--- config.mk ---
export PLATFORM = sky130hd
export DESIGN_NAME = wit_timer
export DESIGN_NICKNAME = d
export VERILOG_FILES = /design/src/wit_pkg.sv /design/src/wit_sync_rise.sv /design/src/wit_timer.sv
export SDC_FILE = /design/constraint.sdc
export NUM_CORES = 1
export LEC_CHECK = 0
export ABC_CLOCK_PERIOD_IN_PS = 2300
export BUFFER_PORTS_ARGS = -buffer_cell sky130_fd_sc_hd__buf_4
export CAP_MARGIN = 20
export CORE_MARGIN = 4
export CORE_UTILIZATION = 49
export DETAILED_ROUTE_END_ITERATION = 6
export PLACE_DENSITY = 0.87
export SLEW_MARGIN = 10
export SYNTH_ARGS = -nofsm -noshare
export SYNTH_HDL_FRONTEND = slang
export SYNTH_SLANG_ARGS = --single-unit
--- constraint.sdc ---
create_clock -name aclk -period 2.3 [get_ports aclk]
set_clock_uncertainty 0.1 [all_clocks]
set_input_delay 0.46 -clock aclk [delete_from_list [all_inputs] [get_ports aclk]]
set_output_delay 0.46 -clock aclk [all_outputs]
set_load 0.01 [all_outputs]
--- src/wit_pkg.sv ---
// Purpose: shared constants and types of the watch / interval timer
// Assumes: 32-bit AXI4-Lite data, one aligned word per register
// Notes: printed offsets are register indices, byte address is four times the index
package wit_pkg;

    // system clock
    localparam int unsigned CLK_HZ = 10_000_000;

    // register indices, byte address = index * 4
    localparam logic [31:0] PRSM_IDX = 32'h0FFFF8B0;
    localparam logic [31:0] PRSCM_IDX = 32'h0FFFF8B1;
    localparam logic [31:0] WTM_IDX = 32'hFFFFF680;
    localparam logic [31:0] STAT_IDX = 32'h0FFFF8B2;

    function automatic logic [33:0] wit_byte_addr(input logic [31:0] idx);
        return {idx, 2'b00};
    endfunction

    // reset values and write masks
    localparam logic [7:0] PRSM_RST = 8'h00;
    localparam logic [7:0] PRSCM_RST = 8'h00;
    localparam logic [7:0] WTM_RST = 8'h00;
    localparam logic [7:0] PRSM_WMASK = 8'h13;

    // bus responses
    localparam logic [1:0] RESP_OKAY = 2'h0;
    localparam logic [1:0] RESP_SLVERR = 2'h2;

    // counter widths and tap positions
    localparam int SRC_W = 3;
    localparam int CMP_W = 8;
    localparam int PRE_W = 11;
    localparam int CNT_W = 5;
    localparam int GAP_W = 13;
    localparam int WSRC_TAP = 9;
    localparam int FP_FAST = 1;
    localparam int FP_SHORT = 0;
    localparam logic [PRE_W-1:0] IVL_FULL = 11'h7FF;
    localparam logic [2:0] IVL_MAXK = 3'h7;

    // watch mode register layout
    typedef struct packed {
        logic clock_source_bit;
        logic [2:0] interval_select;
        logic [1:0] flag_period_select;
        logic tick_counter_start_bit;
        logic run_enable_bit;
    } wit_mode_t;

    // prescaler mode register layout
    typedef struct packed {
        logic [2:0] rsv_hi;
        logic main_clock_path_enable;
        logic [1:0] rsv_lo;
        logic [1:0] source_divider_select;
    } wit_psel_t;

    // status word
    typedef struct packed {
        logic [PRE_W-1:0] prescaler;
        logic [CNT_W-1:0] counter;
        logic path_active;
    } wit_stat_t;

    typedef enum logic [1:0] {
        WR_IDLE = 2'b01,
        WR_RESP = 2'b10
    } wit_wr_state_t;

    typedef enum logic [1:0] {
        RD_IDLE = 2'b01,
        RD_DATA = 2'b10
    } wit_rd_state_t;

endpackage

--- src/wit_sync_rise.sv ---
// Purpose: three-stage pin synchroniser with rising-edge pulse
// Assumes: pin may change at any time relative to aclk
// Notes: a change counts once stages two and three agree
module wit_sync_rise (
    // clock and reset
    input wire logic aclk,
    input wire logic aresetn,
    // pin and edge
    input wire logic pin,
    output logic rise
);
    logic s1_q, s2_q, s3_q, filt_q, rise_q;
    logic filt_d;

    always_comb begin
        filt_d = (s2_q == s3_q) ? s3_q : filt_q;
    end

    always_ff @(posedge aclk) begin
        if (!aresetn) begin
            s1_q <= 1'b0;
            s2_q <= 1'b0;
            s3_q <= 1'b0;
            filt_q <= 1'b0;
            rise_q <= 1'b0;
        end else begin
            s1_q <= pin;
            s2_q <= s1_q;
            s3_q <= s2_q;
            filt_q <= filt_d;
            rise_q <= filt_d & ~filt_q;
        end
    end

    assign rise = rise_q;
endmodule // wit_sync_rise

--- src/wit_timer.sv ---
// Purpose: watch timer with interval function, AXI4-Lite register slave
// Assumes: aclk is the main clock; sub_clock arrives on a pin
// Notes: one-cycle interrupt pulses, no interrupt logic of its own
// Operation
// - source select: undivided, /2, /4, /8
// - compare resets zero; zero means 256
// - count clock is main over 2^(m+1)*N
// - count clock delivered only when path enabled
// - top bit picks clock; k sets interval
// - flag period gives 2^14, 2^13, 2^5, 2^4
// - start bit runs counter, zero clears it
// - run cleared stops and clears both counters
// - watch counting needs start and run
// - start cleared resets only the 5-bit counter
// - ticks repeat at selected periods
// - first watch tick may come early
// - watch mode resets zero, byte access
// - both tick functions share one timer clock
// - counter counts timer clock or its /512
module wit_timer
    import wit_pkg::*;
#(
    parameter int AW = 12
) (
    // clock and reset
    input wire logic aclk,
    input wire logic aresetn,
    // write address
    input wire logic [AW-1:0] s_axi_awaddr,
    input wire logic s_axi_awvalid,
    output logic s_axi_awready,
    // write data
    input wire logic [31:0] s_axi_wdata,
    input wire logic [3:0] s_axi_wstrb,
    input wire logic s_axi_wvalid,
    output logic s_axi_wready,
    // write response
    output logic [1:0] s_axi_bresp,
    output logic s_axi_bvalid,
    input wire logic s_axi_bready,
    // read address
    input wire logic [AW-1:0] s_axi_araddr,
    input wire logic s_axi_arvalid,
    output logic s_axi_arready,
    // read data
    output logic [31:0] s_axi_rdata,
    output logic [1:0] s_axi_rresp,
    output logic s_axi_rvalid,
    input wire logic s_axi_rready,
    // subclock pin
    input wire logic sub_clock,
    // tick pulses
    output logic watch_tick_irq,
    output logic interval_tick_irq
);
    import wit_pkg::*;

    localparam logic [33:0] BA_PRSM = wit_byte_addr(PRSM_IDX);
    localparam logic [33:0] BA_PRSCM = wit_byte_addr(PRSCM_IDX);
    localparam logic [33:0] BA_WTM = wit_byte_addr(WTM_IDX);
    localparam logic [33:0] BA_STAT = wit_byte_addr(STAT_IDX);

    // registers and bus state
    wit_psel_t prsm_q, prsm_d;
    logic [CMP_W-1:0] prscm_q, prscm_d;
    wit_mode_t wtm_q, wtm_d;
    wit_wr_state_t wst_q, wst_d;
    wit_rd_state_t rst_q, rst_d;
    logic aw_held_q, aw_held_d, w_held_q, w_held_d;
    logic [AW-1:0] awaddr_q, awaddr_d;
    logic [7:0] wbyte_q, wbyte_d;
    logic wlane_q, wlane_d;
    logic awready_q, awready_d, wready_q, wready_d;
    logic bvalid_q, bvalid_d, arready_q, arready_d, rvalid_q, rvalid_d;
    logic [1:0] bresp_q, bresp_d, rresp_q, rresp_d;
    logic [31:0] rdata_q, rdata_d;

    // timer state
    logic [SRC_W-1:0] src_q, src_d;
    logic [CMP_W-1:0] div_q, div_d;
    logic half_q, half_d;
    logic [PRE_W-1:0] pre_q, pre_d;
    logic [CNT_W-1:0] cnt_q, cnt_d;
    logic wirq_q, wirq_d, iirq_q, iirq_d;

    logic sub_rise, path_on, src_en, div_match, brg_en, fw_en, pre512, cnt_src, cnt_full;
    logic counting, wtick, itick;
    logic [SRC_W-1:0] src_mask;
    logic [PRE_W-1:0] ivl_mask;
    wit_stat_t stat;

    wit_sync_rise u_sub (
        .aclk(aclk),
        .aresetn(aresetn),
        .pin(sub_clock),
        .rise(sub_rise)
    );

    // main-clock divider chain
    always_comb begin
        path_on = prsm_q.main_clock_path_enable & wtm_q.run_enable_bit;
        src_mask = SRC_W'((4'h1 << prsm_q.source_divider_select) - 4'h1);
        src_en = path_on & ((src_q & src_mask) == src_mask);
        div_match = (div_q == CMP_W'(prscm_q - 8'h01));
        brg_en = src_en & div_match & half_q;
        src_d = path_on ? SRC_W'(src_q + 3'h1) : '0;
        div_d = div_q;
        half_d = half_q;
        if (!path_on) begin
            div_d = '0;
            half_d = 1'b0;
        end else if (src_en) begin
            div_d = div_match ? '0 : CMP_W'(div_q + 8'h01);
            half_d = half_q ^ div_match;
        end
    end

    // watch and interval counting
    always_comb begin
        fw_en = wtm_q.clock_source_bit ? brg_en : sub_rise;
        counting = wtm_q.run_enable_bit & wtm_q.tick_counter_start_bit;
        ivl_mask = PRE_W'(IVL_FULL >> (IVL_MAXK - wtm_q.interval_select));
        itick = fw_en & wtm_q.run_enable_bit & ((pre_q & ivl_mask) == ivl_mask);
        pre512 = fw_en & (&pre_q[WSRC_TAP-1:0]);
        cnt_src = wtm_q.flag_period_select[FP_FAST] ? fw_en : pre512;
        cnt_full = wtm_q.flag_period_select[FP_SHORT] ? (&cnt_q[CNT_W-2:0]) : (&cnt_q);
        wtick = counting & cnt_src & cnt_full;
        pre_d = pre_q;
        if (!wtm_q.run_enable_bit) begin
            pre_d = '0;
        end else if (fw_en) begin
            pre_d = PRE_W'(pre_q + 11'h001);
        end
        cnt_d = cnt_q;
        if (!counting) begin
            cnt_d = '0;
        end else if (cnt_src) begin
            cnt_d = cnt_full ? '0 : CNT_W'(cnt_q + 5'h01);
        end
        wirq_d = wtick;
        iirq_d = itick;
        stat = '{prescaler: pre_q, counter: cnt_q, path_active: path_on};
    end

    always_ff @(posedge aclk) begin
        if (!aresetn) begin
            src_q <= '0;
            div_q <= '0;
            half_q <= 1'b0;
            pre_q <= '0;
            cnt_q <= '0;
            wirq_q <= 1'b0;
            iirq_q <= 1'b0;
        end else begin
            src_q <= src_d;
            div_q <= div_d;
            half_q <= half_d;
            pre_q <= pre_d;
            cnt_q <= cnt_d;
            wirq_q <= wirq_d;
            iirq_q <= iirq_d;
        end
    end

    // register slave
    always_comb begin
        prsm_d = prsm_q;
        prscm_d = prscm_q;
        wtm_d = wtm_q;
        wst_d = wst_q;
        rst_d = rst_q;
        aw_held_d = aw_held_q | (s_axi_awvalid & awready_q);
        awaddr_d = (s_axi_awvalid & awready_q) ? s_axi_awaddr : awaddr_q;
        w_held_d = w_held_q | (s_axi_wvalid & wready_q);
        wbyte_d = (s_axi_wvalid & wready_q) ? s_axi_wdata[7:0] : wbyte_q;
        wlane_d = (s_axi_wvalid & wready_q) ? s_axi_wstrb[0] : wlane_q;
        bvalid_d = bvalid_q;
        bresp_d = bresp_q;
        rvalid_d = rvalid_q;
        rresp_d = rresp_q;
        rdata_d = rdata_q;
        case (wst_q)
            WR_IDLE: begin
                if (aw_held_d && w_held_d) begin
                    aw_held_d = 1'b0;
                    w_held_d = 1'b0;
                    bvalid_d = 1'b1;
                    bresp_d = RESP_OKAY;
                    wst_d = WR_RESP;
                    if (awaddr_d == BA_PRSM[AW-1:0]) begin
                        if (wlane_d) prsm_d = wit_psel_t'(wbyte_d & PRSM_WMASK);
                    end else if (awaddr_d == BA_PRSCM[AW-1:0]) begin
                        if (wlane_d) prscm_d = wbyte_d;
                    end else if (awaddr_d == BA_WTM[AW-1:0]) begin
                        if (wlane_d) wtm_d = wit_mode_t'(wbyte_d);
                    end else if (awaddr_d != BA_STAT[AW-1:0]) begin
                        bresp_d = RESP_SLVERR;
                    end
                end
            end
            WR_RESP: begin
                if (s_axi_bready) begin
                    bvalid_d = 1'b0;
                    wst_d = WR_IDLE;
                end
            end
            default: wst_d = WR_IDLE;
        endcase
        case (rst_q)
            RD_IDLE: begin
                if (s_axi_arvalid && arready_q) begin
                    rvalid_d = 1'b1;
                    rresp_d = RESP_OKAY;
                    rst_d = RD_DATA;
                    if (s_axi_araddr == BA_PRSM[AW-1:0]) begin
                        rdata_d = 32'(prsm_q);
                    end else if (s_axi_araddr == BA_PRSCM[AW-1:0]) begin
                        rdata_d = 32'(prscm_q);
                    end else if (s_axi_araddr == BA_WTM[AW-1:0]) begin
                        rdata_d = 32'(wtm_q);
                    end else if (s_axi_araddr == BA_STAT[AW-1:0]) begin
                        rdata_d = 32'(stat);
                    end else begin
                        rdata_d = '0;
                        rresp_d = RESP_SLVERR;
                    end
                end
            end
            RD_DATA: begin
                if (s_axi_rready) begin
                    rvalid_d = 1'b0;
                    rst_d = RD_IDLE;
                end
            end
            default: rst_d = RD_IDLE;
        endcase
        // no new address or data while a response is pending
        awready_d = ~aw_held_d & (wst_d == WR_IDLE);
        wready_d = ~w_held_d & (wst_d == WR_IDLE);
        arready_d = (rst_d == RD_IDLE);
    end

    always_ff @(posedge aclk) begin
        if (!aresetn) begin
            prsm_q <= wit_psel_t'(PRSM_RST);
            prscm_q <= PRSCM_RST;
            wtm_q <= wit_mode_t'(WTM_RST);
            wst_q <= WR_IDLE;
            rst_q <= RD_IDLE;
            aw_held_q <= 1'b0;
            w_held_q <= 1'b0;
            awaddr_q <= '0;
            wbyte_q <= '0;
            wlane_q <= 1'b0;
            awready_q <= 1'b0;
            wready_q <= 1'b0;
            arready_q <= 1'b0;
            bvalid_q <= 1'b0;
            bresp_q <= RESP_OKAY;
            rvalid_q <= 1'b0;
            rresp_q <= RESP_OKAY;
            rdata_q <= '0;
        end else begin
            prsm_q <= prsm_d;
            prscm_q <= prscm_d;
            wtm_q <= wtm_d;
            wst_q <= wst_d;
            rst_q <= rst_d;
            aw_held_q <= aw_held_d;
            w_held_q <= w_held_d;
            awaddr_q <= awaddr_d;
            wbyte_q <= wbyte_d;
            wlane_q <= wlane_d;
            awready_q <= awready_d;
            wready_q <= wready_d;
            arready_q <= arready_d;
            bvalid_q <= bvalid_d;
            bresp_q <= bresp_d;
            rvalid_q <= rvalid_d;
            rresp_q <= rresp_d;
            rdata_q <= rdata_d;
        end
    end

    assign s_axi_awready = awready_q;
    assign s_axi_wready = wready_q;
    assign s_axi_bvalid = bvalid_q;
    assign s_axi_bresp = bresp_q;
    assign s_axi_arready = arready_q;
    assign s_axi_rvalid = rvalid_q;
    assign s_axi_rresp = rresp_q;
    assign s_axi_rdata = rdata_q;
    assign watch_tick_irq = wirq_q;
    assign interval_tick_irq = iirq_q;

    // checks: count-clock spacing helper
    logic [GAP_W-1:0] gap_q, gap_exp;
    logic seen_q;
    always_ff @(posedge aclk) begin
        if (!aresetn || !path_on) begin
            gap_q <= '0;
            seen_q <= 1'b0;
        end else begin
            gap_q <= brg_en ? '0 : GAP_W'(gap_q + 13'h0001);
            seen_q <= seen_q | brg_en;
        end
    end
    always_comb begin
        // widen before the shift; a 2-bit select sum would wrap to zero for select 3
        gap_exp = GAP_W'({4'h0, prscm_q == 8'h00, prscm_q}) << (3'(prsm_q.source_divider_select) + 3'h1);
    end
endmodule // wit_timer

==> out/metrics.cfg, run 1 <==
[timing]
whs_ns=0.189
fin_crit_ns=2.48
setup_viol=11
fin_ws_ns=-0.180
fin_crit_sh=1.08
tns_ns=-1.06
final-hold-violation-count=0
rsz0062_at_grt=true
max_clock_freq_mhz=403
slew_viol_final=0

[detailed_routing]
drt_first_iter_violations=329
route.vias.total=4442
wl_um=12900
drc=0
drt_first_pass_iters=5
wl_per_cell_um=16.3
viasPerCell=5.60
ant_nets=0

[worst_setup_path]
r2r_start=prscm_q[3]
required_ns=2.51
ff2ff_path_depth=8
r2r_slack_ns=-0.18
startpoint_type=register
critPathCapture=pre_q[7]
worstSetupPathType=reg2reg
crit_start=prscm_q[3]
crit_arrival_ns=2.69
critPathMaxFanout=5
crit_path_end_kind=register
r2r-end=pre_q[7]

[place]
dpl.cell_count=773
port_buffers=66
place_hpwl_um=9150
dpl_worst_slack_ns=-0.209
place.gp.congestion=0.894

[floorplanning]
core_sq_um=9420
die_w_um=107
initial_core_util=0.513
io_pins=111
rows=35
dieHeight_um=107
die-area_sq_um=11500

[clock_tree]
holdBufCountCts=0
cts_buffers=9
clk-insertion-delay-late_ns=0.38
clockRootBuffer=clkbuf_8
cts_tree=yes
htree_levels=3
cts.sinks=105
clkTransAtPathRegs_ns=0.09
clock_path_buffers=2

[synthesis]
synth_top_cell_by_area=dfxtp_1
ys_seq_elements=105
yosysMostFrequentCell=dfxtp_1
yosysWarnings=0
ys_seq_area_frac=0.436
synth.top_cells.by_count=105 x dfxtp_1, 71 x nor2_1, 51 x nand2_1
yosys_most_used_dff=dfxtp_1
netlist_instances=552
ys_async_sr_fraction=0
syn_area_sq_um=4830
synth-edff-count=0
synth.distinct_cells=56
netlist.area_leader.share=0.436
synthTopCellsByArea=dfxtp_1 44%, nor2_1 5.5%, mux2i_1 4.8%, a21oi_1 4.3%, nand2_1 4.0%
synth.avg_cell_area_sq_um=8.74

[run_status]
violations=setup timing
status=finished, violations left

[power]
power_leakage_nw=2.56
power_density_nw_per_um2=660
total_power_w=0.00404
irDropWorstVdd_uv=459

[job]
drv_cap=0

[global_routing]
grt_pass1_wl_um=20000
grt_pass1_vias=4306
antenna_found_initial=0
grt_use_total=0.215
grt_start_max_net_pins=30
gr-total-overflow=0

[hold_path]
min_path_type=in2reg

[final_layout]
drive_gt1_frac=0.276
finalNonFillerCells=793
area_growth_pct=26.7
num-nets-final=738
num_antenna_cells=0

[sequential cells by signal (all words and copies together) (netlist names), 3 cells and up]
signal       flops
s_axi_rdata     17
awaddr_q        12
pre_q           11
div_q            8
prscm_q          8
wbyte_q          8
wtm_q            8
cnt_q            5
prsm_q           3
src_q            3
[per-layer routing]
| metal | up-vias | part of all wire | track usage |
|---|---|---|---|
| li1 | 2128 | - | - |
| met5 | - | 0 | 0 |
| met3 | 39 | 0.072 | 0.0560 |
| met1 | 2080 | 0.41 | 0.258 |
| met4 | 0 | 0.029 | 0.0703 |
| met2 | 195 | 0.49 | 0.374 |
[kinds of logic after synthesis]
family / share of synthesized area
AND/OR/NAND/NOR: 0.234
AO/OA/AOI/OAI: 0.138
buffers and inverters: 0.0560
adder cells (fa/ha/maj): 0.0285
XOR/XNOR: 0.0381
other: 0.000777
multiplexers: 0.0687
flip-flops: 0.436
[timing repair]
| item | CTS | global route |
|---|---|---|
| setup endpoints to repair | 13 | 40 |
| buffers inserted | 2 | 3 |
| resized for setup | 14 | 22 |
| pin swaps | 17 | 12 |
| cloned | 1 | 0 |
[metrics by stage]
stage	cell area, sq um	utilization
CTS	6010	0.638
global route	6120	0.650
floorplan	4930	-
finish	6120	0.650
global placement	5750	0.610
detailed placement	5750	0.610
[placed cells by master, fill, tap and decap left out, drive strengths merged, types with 7 or more instances in the layout]
| cell type | synthesis | layout |
|---|---|---|
| dfxtp | 105 | 105 |
| a22oi | 10 | 10 |
| mux2i | 23 | 23 |
| and3 | 9 | 9 |
| nand2 | 51 | 51 |
| a211oi | 8 | 8 |
| conb | 1 | 17 |
| ha | 11 | 11 |
| inv | 14 | 14 |
| or3 | 9 | 9 |
| nor2 | 72 | 72 |
| xor2 | 15 | 15 |
| buf | 24 | 119 |
| nand3 | 22 | 22 |
| nand4 | 7 | 7 |
| a21oi | 42 | 42 |
| o21ai | 18 | 18 |
| nor3 | 10 | 10 |
| clkbuf | 15 | 12 |
| mux2 | 9 | 9 |
| and2 | 17 | 17 |
[how the worst min path moves through the flow]
stage | depth (start not counted) | to | slack [ns] | from
global route | 2 | u_sub.s1_q | 0.20 | sub_clock
CTS | 2 | u_sub.s1_q | 0.18 | sub_clock
detailed placement | 1 | u_sub.rise | 0.31 | u_sub.filt_q
global placement | 1 | u_sub.rise | 0.30 | u_sub.filt_q
finish | 2 | u_sub.s1_q | 0.19 | sub_clock
floorplan | 1 | u_sub.rise | 0.29 | u_sub.filt_q
[report_power, final]
part           internal [W]  switching (W)  leakage (nW)  total [W]
Sequential          0.00197      0.0000999         0.853    0.00207
Combinational      0.000398       0.000487          1.61   0.000885
Clock              0.000454       0.000632        0.0963    0.00109
[critical path: stages (launching register included)]
cell,delay (ns)
dfxtp_2,0.41
xor2_1,0.34
xnor2_2,0.18
nand3_2,0.11
nor4b_4,0.34
a21oi_2,0.13
buf_6,0.15
or4_4,0.51
a21oi_2,0.14
[area by class of cell]
cell class	count	area, sq um
fillers	707	3300
multi-input cells	410	2680
flip-flops and latches	105	2110
repair buffers	119	925
well taps	129	161
clock buffers	12	155
inverters	14	55.1
clock inverters	4	27.5
No activity file was read; power rests on OpenSTA's default activity.
==> run 2: changes to the inputs <==
--- a/config.mk
+++ b/config.mk
@@ -5,13 +5,14 @@
 export SDC_FILE = /design/constraint.sdc
 export NUM_CORES = 1
 export LEC_CHECK = 0
-export ABC_CLOCK_PERIOD_IN_PS = 2300
+export ABC_AREA = 1
+export ABC_CLOCK_PERIOD_IN_PS = 3000
 export BUFFER_PORTS_ARGS = -buffer_cell sky130_fd_sc_hd__buf_4
 export CAP_MARGIN = 20
 export CORE_MARGIN = 4
-export CORE_UTILIZATION = 49
+export CORE_UTILIZATION = 59
 export DETAILED_ROUTE_END_ITERATION = 6
-export PLACE_DENSITY = 0.87
+export PLACE_DENSITY = 0.95
 export SLEW_MARGIN = 10
 export SYNTH_ARGS = -nofsm -noshare
 export SYNTH_HDL_FRONTEND = slang
==> constraint.sdc (replaced) <==
create_clock -name aclk -period 3 [get_ports aclk]
set_clock_uncertainty 0.1 [all_clocks]
set_input_delay 0.6 -clock aclk [delete_from_list [all_inputs] [get_ports aclk]]
set_output_delay 0.6 -clock aclk [all_outputs]
set_load 0.01 [all_outputs]
==> run 2 against run 1 <==
Compared with the run above:
- the run now ends clean
- critical path depth rose by 4
- combinational power fell by 3.6%
- sequential share of layout area rose by 0.60 points
- worst setup slack improved by 0.85 ns
- die area fell by 8.4%
- sequential cell count did not move
- critical path type unchanged
- critical endpoint is now pre_q[0]
- largest cell class unchanged
- largest power group unchanged
- highest routed layer unchanged
==> out/metrics.cfg, run 2 <==
[run_status]
status=finished clean

[detailed_routing]
wl_per_cell_um=13.7  ; -16%
viasPerCell=5.46  ; -2.5%
drc=0  ; unchanged
route.vias.total=4949  ; +11%
drt_first_iter_violations=385  ; +17%
drt_first_pass_iters=5  ; unchanged
ant_nets=0  ; unchanged
wl_um=12400  ; -4.0%

[timing]
max_clock_freq_mhz=429  ; +6.5%
fin_crit_ns=2.33  ; -0.150 ns
tns_ns=0  ; +1.06 ns
max_slew.worst_pin.slew_ns=0.770
fin_crit_sh=0.776  ; -0.302
slew_viol_final=0  ; unchanged
final-hold-violation-count=0  ; unchanged
relSlewSlack=0.486
rsz0062_at_grt=false
setup_viol=0  ; -11

[power]
seqPwrFrac=0.458  ; -0.054
clkPwrFrac=0.291  ; +0.022
p_switching_w=0.00111  ; -8.7%
internal_power_w=0.00229  ; -19%
p_comb_frac=0.250  ; +0.031
power_leakage_nw=2.64  ; +3.2%
irDropWorstVdd_uv=569  ; +24%
swShare=0.327  ; +0.0251
power_density_nw_per_um2=568  ; -14%

[worst_setup_path]
r2r-end=pre_q[0]
worstSetupPathType=reg2reg
critPathCapture=pre_q[0]
crit_path_end_kind=register
r2r_slack_ns=0.67  ; +0.85 ns
crit_start=prscm_q[0]
path_depth=12  ; +4
critical_path_buf_inv_count=1  ; unchanged
r2r_start=prscm_q[0]
critPathMaxFanout=18  ; +13
startpoint_type=register
path_cells=inv_1 -> ha_1 -> xor2_1 -> nand2_1 -> nor2_2 -> nand2_1 -> nor2_2 -> nand3_2 -> nand2_4 -> nand2_2 -> nand2_1 -> a21oi_1
crit_family=simple AND/OR/NAND/NOR gates
crit_arrival_ns=2.48  ; -0.21 ns
ff2ff_path_depth=12  ; +4
required_ns=3.15  ; +0.64 ns
timing.critical_path.slowest_stage_cell=dfxtp_1
path_common_cell=nand2_1
slowest_delay_ns=0.41  ; -0.10 ns

[synthesis]
synthTopCellsByArea=dfxtp_1 40%, nand2_1 9.1%, inv_1 6.7%, a21oi_1 6.4%, nor2_1 5.1%
synthAdderAreaFrac=0.0260  ; -0.00247
netlist_instances=734  ; +33%
synth.avg_cell_area_sq_um=7.20  ; -18%
yosys_most_used_dff=dfxtp_1
yosysWarnings=0  ; unchanged
synth_top_family_by_area=simple AND/OR/NAND/NOR gates
synth_compound_area_frac=0.144  ; +0.00600
synth-edff-count=0  ; unchanged
ys_seq_elements=105  ; unchanged
netlist.area_leader.share=0.398  ; -0.0378
synth.distinct_cells=48  ; -14%
ys_seq_area_frac=0.398  ; -0.0378
synth_xor_area_frac=0.0348  ; -0.00330
ys_async_sr_fraction=0  ; unchanged
synth.top_cells.by_count=128 x nand2_1, 105 x dfxtp_1, 94 x inv_1
yosys.area_share.simple=0.276  ; +0.0420
synth_top_cell_by_area=dfxtp_1
yosysMostFrequentCell=nand2_1
synth_mux_area_frac=0.00189  ; -0.0668
syn_area_sq_um=5280  ; +9.5%

[place]
dpl.cell_count=890  ; +15%
place_hpwl_um=9010  ; -1.5%
place.gp.congestion=0.922  ; +3.1%
port_buffers=66  ; unchanged

[clock_tree]
clk-insertion-delay-late_ns=0.37  ; about the same
clock_path_buffers=2  ; unchanged
htree_levels=3  ; unchanged
clkTransAtPathRegs_ns=0.10  ; about the same
holdBufCountCts=0  ; unchanged
cts_tree=yes
clockRootBuffer=clkbuf_8
cts.sinks=105  ; unchanged
cts_resized=0  ; -14
cts_buffers=9  ; unchanged
postCtsSetupRepairBufs=0  ; -2

[final_layout]
layout_commonest_cell=nand2_1
fin_util=0.687  ; +0.0372
seqCellArea_sq_um=2100  ; -0.36%
num_antenna_cells=0  ; unchanged
drive_gt1_frac=0.160  ; -0.115
largest_reg_flops=17  ; unchanged
multi_input_area_sq_um=2620  ; -2.5%
finalNonFillerCells=906  ; +14%
layout_common_cells=128 x nand2_1, 105 x dfxtp_1, 94 x inv_1, 72 x nor2_1, 70 x buf_4
area_growth_pct=13.4
num-nets-final=872  ; +18%
n_fill_cell=639  ; -9.6%

[job]
drv_cap=0  ; unchanged

[global_routing]
grt_use_met1=0.320  ; +0.0618
grt_start_max_net_pins=28  ; -6.7%
grt.busiest_layer=met2
grtUsageMet2=0.382  ; +0.00739
gr-total-overflow=0  ; unchanged
grt_pass1_vias=4444  ; +3.2%
antenna_found_initial=0  ; unchanged
grt_pass1_wl_um=20100  ; +0.66%
grt_use_total=0.237  ; +0.0218
use_met3=0.0460  ; -0.00998

[floorplanning]
core_sq_um=8720  ; -7.4%
io_pins=111  ; unchanged
die-area_sq_um=10500  ; -8.4%
dieHeight_um=103  ; -4.3%
rows=34  ; -2.9%
die_w_um=103  ; -4.3%
initial_core_util=0.606  ; +0.0933

[hold_path]
min_path_type=in2reg

run 2: cell families (layout without fill, tap and decap cells):
kind of cell               Yosys count  after routing
AOI/OAI and AO/OA                  139            139
xor gates and xnor gates            21             21
adders and majority gates           11             11
buffers and inverters              140            188
DFF                                105            105
muxes                                1              1
other                                1             17
and+or+nand+nor                    316            316
run 2: worst min-delay path by stage:
| stage | from | to | slack, ns | depth (start not counted) |
|---|---|---|---|---|
| floorplan | u_sub.s1_q | u_sub.s2_q | 0.29 | 2 |
| global route | s_axi_bready | s_axi_bvalid | 0.33 | 2 |
| CTS | s_axi_bready | s_axi_bvalid | 0.32 | 2 |
| detailed placement | u_sub.s1_q | u_sub.s2_q | 0.32 | 2 |
| finish | s_axi_bready | s_axi_bvalid | 0.32 | 2 |
| global placement | u_sub.s1_q | u_sub.s2_q | 0.29 | 2 |
run 2: layout make-up:
cell class / count / area share
clock buffers: 10 / 0.0213
multi-input cells: 505 / 0.437
repair buffers: 70 / 0.0877
well taps: 108 / 0.0226
clock inverters: 6 / 0.0163
inverters: 102 / 0.0643
flip-flops and latches: 105 / 0.351
run 2: worst reg2reg max path: stages (launching register included):
cell and delay (ns):
dfxtp_1 0.41, inv_1 0.12, ha_1 0.32, xor2_1 0.14
nand2_1 0.08, nor2_2 0.10, nand2_1 0.06, nor2_2 0.16
nand3_2 0.14, nand2_4 0.20, nand2_2 0.21, nand2_1 0.11
a21oi_1 0.07
run 2: power by group through the flow:
stage                     clock [W]  sequential [W]  combinational [W]
after detailed placement          0         0.00159           0.000835
final                      0.000992         0.00156           0.000853
after global routing        0.00105         0.00157           0.000968
after floorplan                   0         0.00160           0.000613
after CTS                  0.000997         0.00156           0.000846
after global placement            0         0.00159           0.000806
run 2: through the flow:
stage | instance area, sq um | setup WS, ns | total power (W) | hold WS, ns
after CTS | 5990 | 0.692 | 0.00340 | 0.323
after floorplan | 5340 | 1.00 | 0.00221 | 0.290
after global routing | 5990 | 0.471 | 0.00359 | 0.331
after detailed placement | 5760 | 0.447 | 0.00242 | 0.322
final | 5990 | 0.671 | 0.00340 | 0.325
after global placement | 5760 | 0.510 | 0.00239 | 0.294
run 2: per-layer routing:
metal  routed length [um]  vias to the layer above
li1                     -                     2468
met1                 5390                     2258
met2                 5770                      201
met3                  997                       22
met4                  230                        0
met5                    0                        -
==> run 3: changes to the inputs <==
--- a/config.mk
+++ b/config.mk
@@ -6,13 +6,13 @@
 export NUM_CORES = 1
 export LEC_CHECK = 0
 export ABC_AREA = 1
-export ABC_CLOCK_PERIOD_IN_PS = 3000
+export ABC_CLOCK_PERIOD_IN_PS = 2100
 export BUFFER_PORTS_ARGS = -buffer_cell sky130_fd_sc_hd__buf_4
 export CAP_MARGIN = 20
 export CORE_MARGIN = 4
-export CORE_UTILIZATION = 59
+export CORE_UTILIZATION = 50
 export DETAILED_ROUTE_END_ITERATION = 6
-export PLACE_DENSITY = 0.95
+export PLACE_DENSITY = 0.88
 export SLEW_MARGIN = 10
 export SYNTH_ARGS = -nofsm -noshare
 export SYNTH_HDL_FRONTEND = slang
==> constraint.sdc (replaced) <==
create_clock -name aclk -period 2.1 [get_ports aclk]
set_clock_uncertainty 0.1 [all_clocks]
set_input_delay 0.42 -clock aclk [delete_from_list [all_inputs] [get_ports aclk]]
set_output_delay 0.42 -clock aclk [all_outputs]
set_load 0.01 [all_outputs]
==> run 3 against run 2 <==
Compared with the run above:
- the run now ends with DRC left
- hold slack lost 0.18 ns
- core utilization fell by 6.9 points
- critical path depth unchanged
- non-clock buffer count up 31
- design area increased by 6.5%
- sequential power is 43% higher
- register-to-register slack got worse by 0.61 ns
- sequential cell count unchanged
- via count rose by 3.2%
- clock-buffer cell count decreased by 1
- combinational power increased by 70%
- global-route usage shrank 3.2 points
- critical path type unchanged
==> out/metrics.cfg, run 3 (synthesis gave the netlist of run 2 again) <==
[hold_path]
min_path_type=in2reg
holdPathEnd=s_axi_bvalid
whs_path_depth=2  ; unchanged
hold_start=s_axi_bready

[final_layout]
postLayoutCellArea_sq_um=6380  ; +6.5%
multi_input_area_sq_um=2730  ; +4.4%
layout_common_cells=126 x nand2_1, 101 x dfxtp_1, 97 x buf_4, 92 x inv_1, 72 x nor2_1
area_growth_pct=20.7
num_antenna_cells=0  ; unchanged
largest_reg_flops=17  ; unchanged
seqCellArea_sq_um=2110  ; +0.24%
finalNonFillerCells=966  ; +6.6%
layout_commonest_cell=nand2_1
n_fill_cell=884  ; +38%
num-nets-final=904  ; +3.7%
drive_gt1_frac=0.212  ; +0.0516

[floorplanning]
core_sq_um=10300  ; +18%
die_w_um=111  ; +8.0%
dieHeight_um=111  ; +8.0%
io_pins=111  ; unchanged
initial_core_util=0.512  ; -0.0941
rows=37  ; +8.8%
die-area_sq_um=12300  ; +17%

[worst_setup_path]
worstSetupPathType=reg2reg
r2r-end=pre_q[5]
crit_start=prscm_q[1]
crit_path_end_kind=register
r2r_slack_ns=0.06  ; -0.61 ns
critPathMaxFanout=5  ; -13
r2r_start=prscm_q[1]
startpoint_type=register
crit_arrival_ns=2.25  ; -0.23 ns
ff2ff_path_depth=12  ; unchanged
required_ns=2.31  ; -0.84 ns

[timing]
setup_viol=0  ; unchanged
max_clock_freq_mhz=490  ; +14%
slew_viol_final=0  ; unchanged
fin_crit_ns=2.04  ; -0.288 ns
rsz0062_at_grt=true
max_slew.worst_pin.slew_ns=0.562  ; -0.209 ns
final-hold-violation-count=0  ; unchanged
fin_ws_ns=0.0582  ; -0.612 ns
relSlewSlack=0.622  ; +0.136
fin_crit_sh=0.972  ; +0.196

[power]
seqPwrFrac=0.457  ; about the same
power_density_nw_per_um2=766  ; +35%
p_switching_w=0.00170  ; +52%
clkPwrFrac=0.246  ; -0.045
p_comb_frac=0.297  ; +0.047
internal_power_w=0.00319  ; +39%
irDropWorstVdd_uv=767  ; +35%
power_leakage_nw=2.83  ; +7.2%
swShare=0.347  ; +0.0204

[detailed_routing]
route.vias.total=5108  ; +3.2%
drt_first_pass_iters=7  ; +2
wl_per_cell_um=13.6  ; -0.79%
wl_um=13100  ; +5.8%
drt_first_iter_violations=332  ; -14%
drc=1  ; +1
viasPerCell=5.29  ; -3.2%
ant_nets=0  ; unchanged

[place]
port_buffers=66  ; unchanged
place_area_sq_um=6050  ; +5.0%
place_hpwl_um=9590  ; +6.5%
dpl_worst_slack_ns=-0.0716  ; -0.519 ns
dpl.cell_count=947  ; +6.4%
place.gp.congestion=0.914  ; -0.82%

[clock_tree]
clockRootBuffer=clkbuf_8
holdBufCountCts=0  ; unchanged
cts.sinks=105  ; unchanged
clock_path_buffers=2  ; unchanged
clk-insertion-delay-late_ns=0.37  ; about the same
cts_tree=yes
cts_buffers=9  ; unchanged
clkTransAtPathRegs_ns=0.10  ; about the same
htree_levels=3  ; unchanged

[job]
drv_cap=0  ; unchanged

[global_routing]
grt_pass1_wl_um=21600  ; +7.5%
gr-total-overflow=0  ; unchanged
grt_use_total=0.205  ; -0.0318
grt_start_max_net_pins=25  ; -11%
grt_pass1_vias=4778  ; +7.5%
antenna_found_initial=0  ; unchanged

[run_status]
status=finished, violations left
violations=DRC

run 3: cell count changes in the layout (fill, tap and decap cells not counted), moves of 3 or more:
cell     previous run  this run
buf_12              0         3
nor2_2              7         4
nor2_4              0         4
o21ai_2             2         6
buf_4              70        97
dfxtp_2             0         4
dfxtp_1           105       101
o21ai_1            23        19
run 3: worst max path at each step:
stage | endpoint | slack (ns) | cells past startpoint
final | pre_q[5] | 0.06 | 12
after global routing | cnt_q[0] | -0.08 | 12
after CTS | cnt_q[0] | 0.008 | 12
after detailed placement | prsm_q[4] | -0.07 | 12
after global placement | prsm_q[0] | 0.02 | 12
after floorplan | pre_q[5] | 0.13 | 13
run 3: per-stage QoR:
step           utilization  power, W  hold slack (ns)  setup TNS (ns)
2_1_floorplan            -   0.00316            0.290               0
3_3_place_gp         0.586   0.00358            0.295               0
3_5_place_dp         0.586   0.00364            0.303          -0.270
4_1_cts              0.605   0.00482            0.135               0
5_1_grt              0.618   0.00517            0.137           -1.06
6_report             0.618   0.00488            0.141               0
run 3: final cells by class:
type                    instances  area share
flip-flops and latches        105       0.330
repair buffers                101       0.125
clock inverters                 7     0.00961
multi-input cells             506       0.428
inverters                     102      0.0604
clock buffers                   9      0.0194
well taps                     136      0.0267
run 3: layer usage:
metal | vias up | wire [um] | global-route usage
li1 | 2531 | - | -
met1 | 2328 | 5730 | 0.273
met2 | 217 | 6180 | 0.339
met3 | 32 | 872 | 0.0377
met4 | 0 | 318 | 0.0616
met5 | - | 0 | 0
run 3: power by group through the flow:
stage                     registers [W]  clock network [W]  logic (W)
after floorplan                 0.00228                  0   0.000875
after global placement          0.00227                  0    0.00131
after detailed placement        0.00227                  0    0.00136
after CTS                       0.00223            0.00121    0.00137
after global routing            0.00225            0.00130    0.00162
final                           0.00223            0.00120    0.00145
run 3: repair_timing:
action,CTS,global route
setup buffers,0,2
gates resized for setup,1,25
endpoints found under the setup margin,4,36
pin swaps,0,13
gates cloned,0,1
run 3: critical path, stage by stage, from the launching register on:
cell     delay, ns
dfxtp_2       0.35
inv_2         0.05
ha_4          0.25
xor2_1        0.15
nand2_1       0.08
nor2_2        0.14
nand2_2       0.07
nor2_4        0.14
nand3_4       0.13
nand2_8       0.13
buf_4         0.14
nand3_1       0.10
a21oi_1       0.15
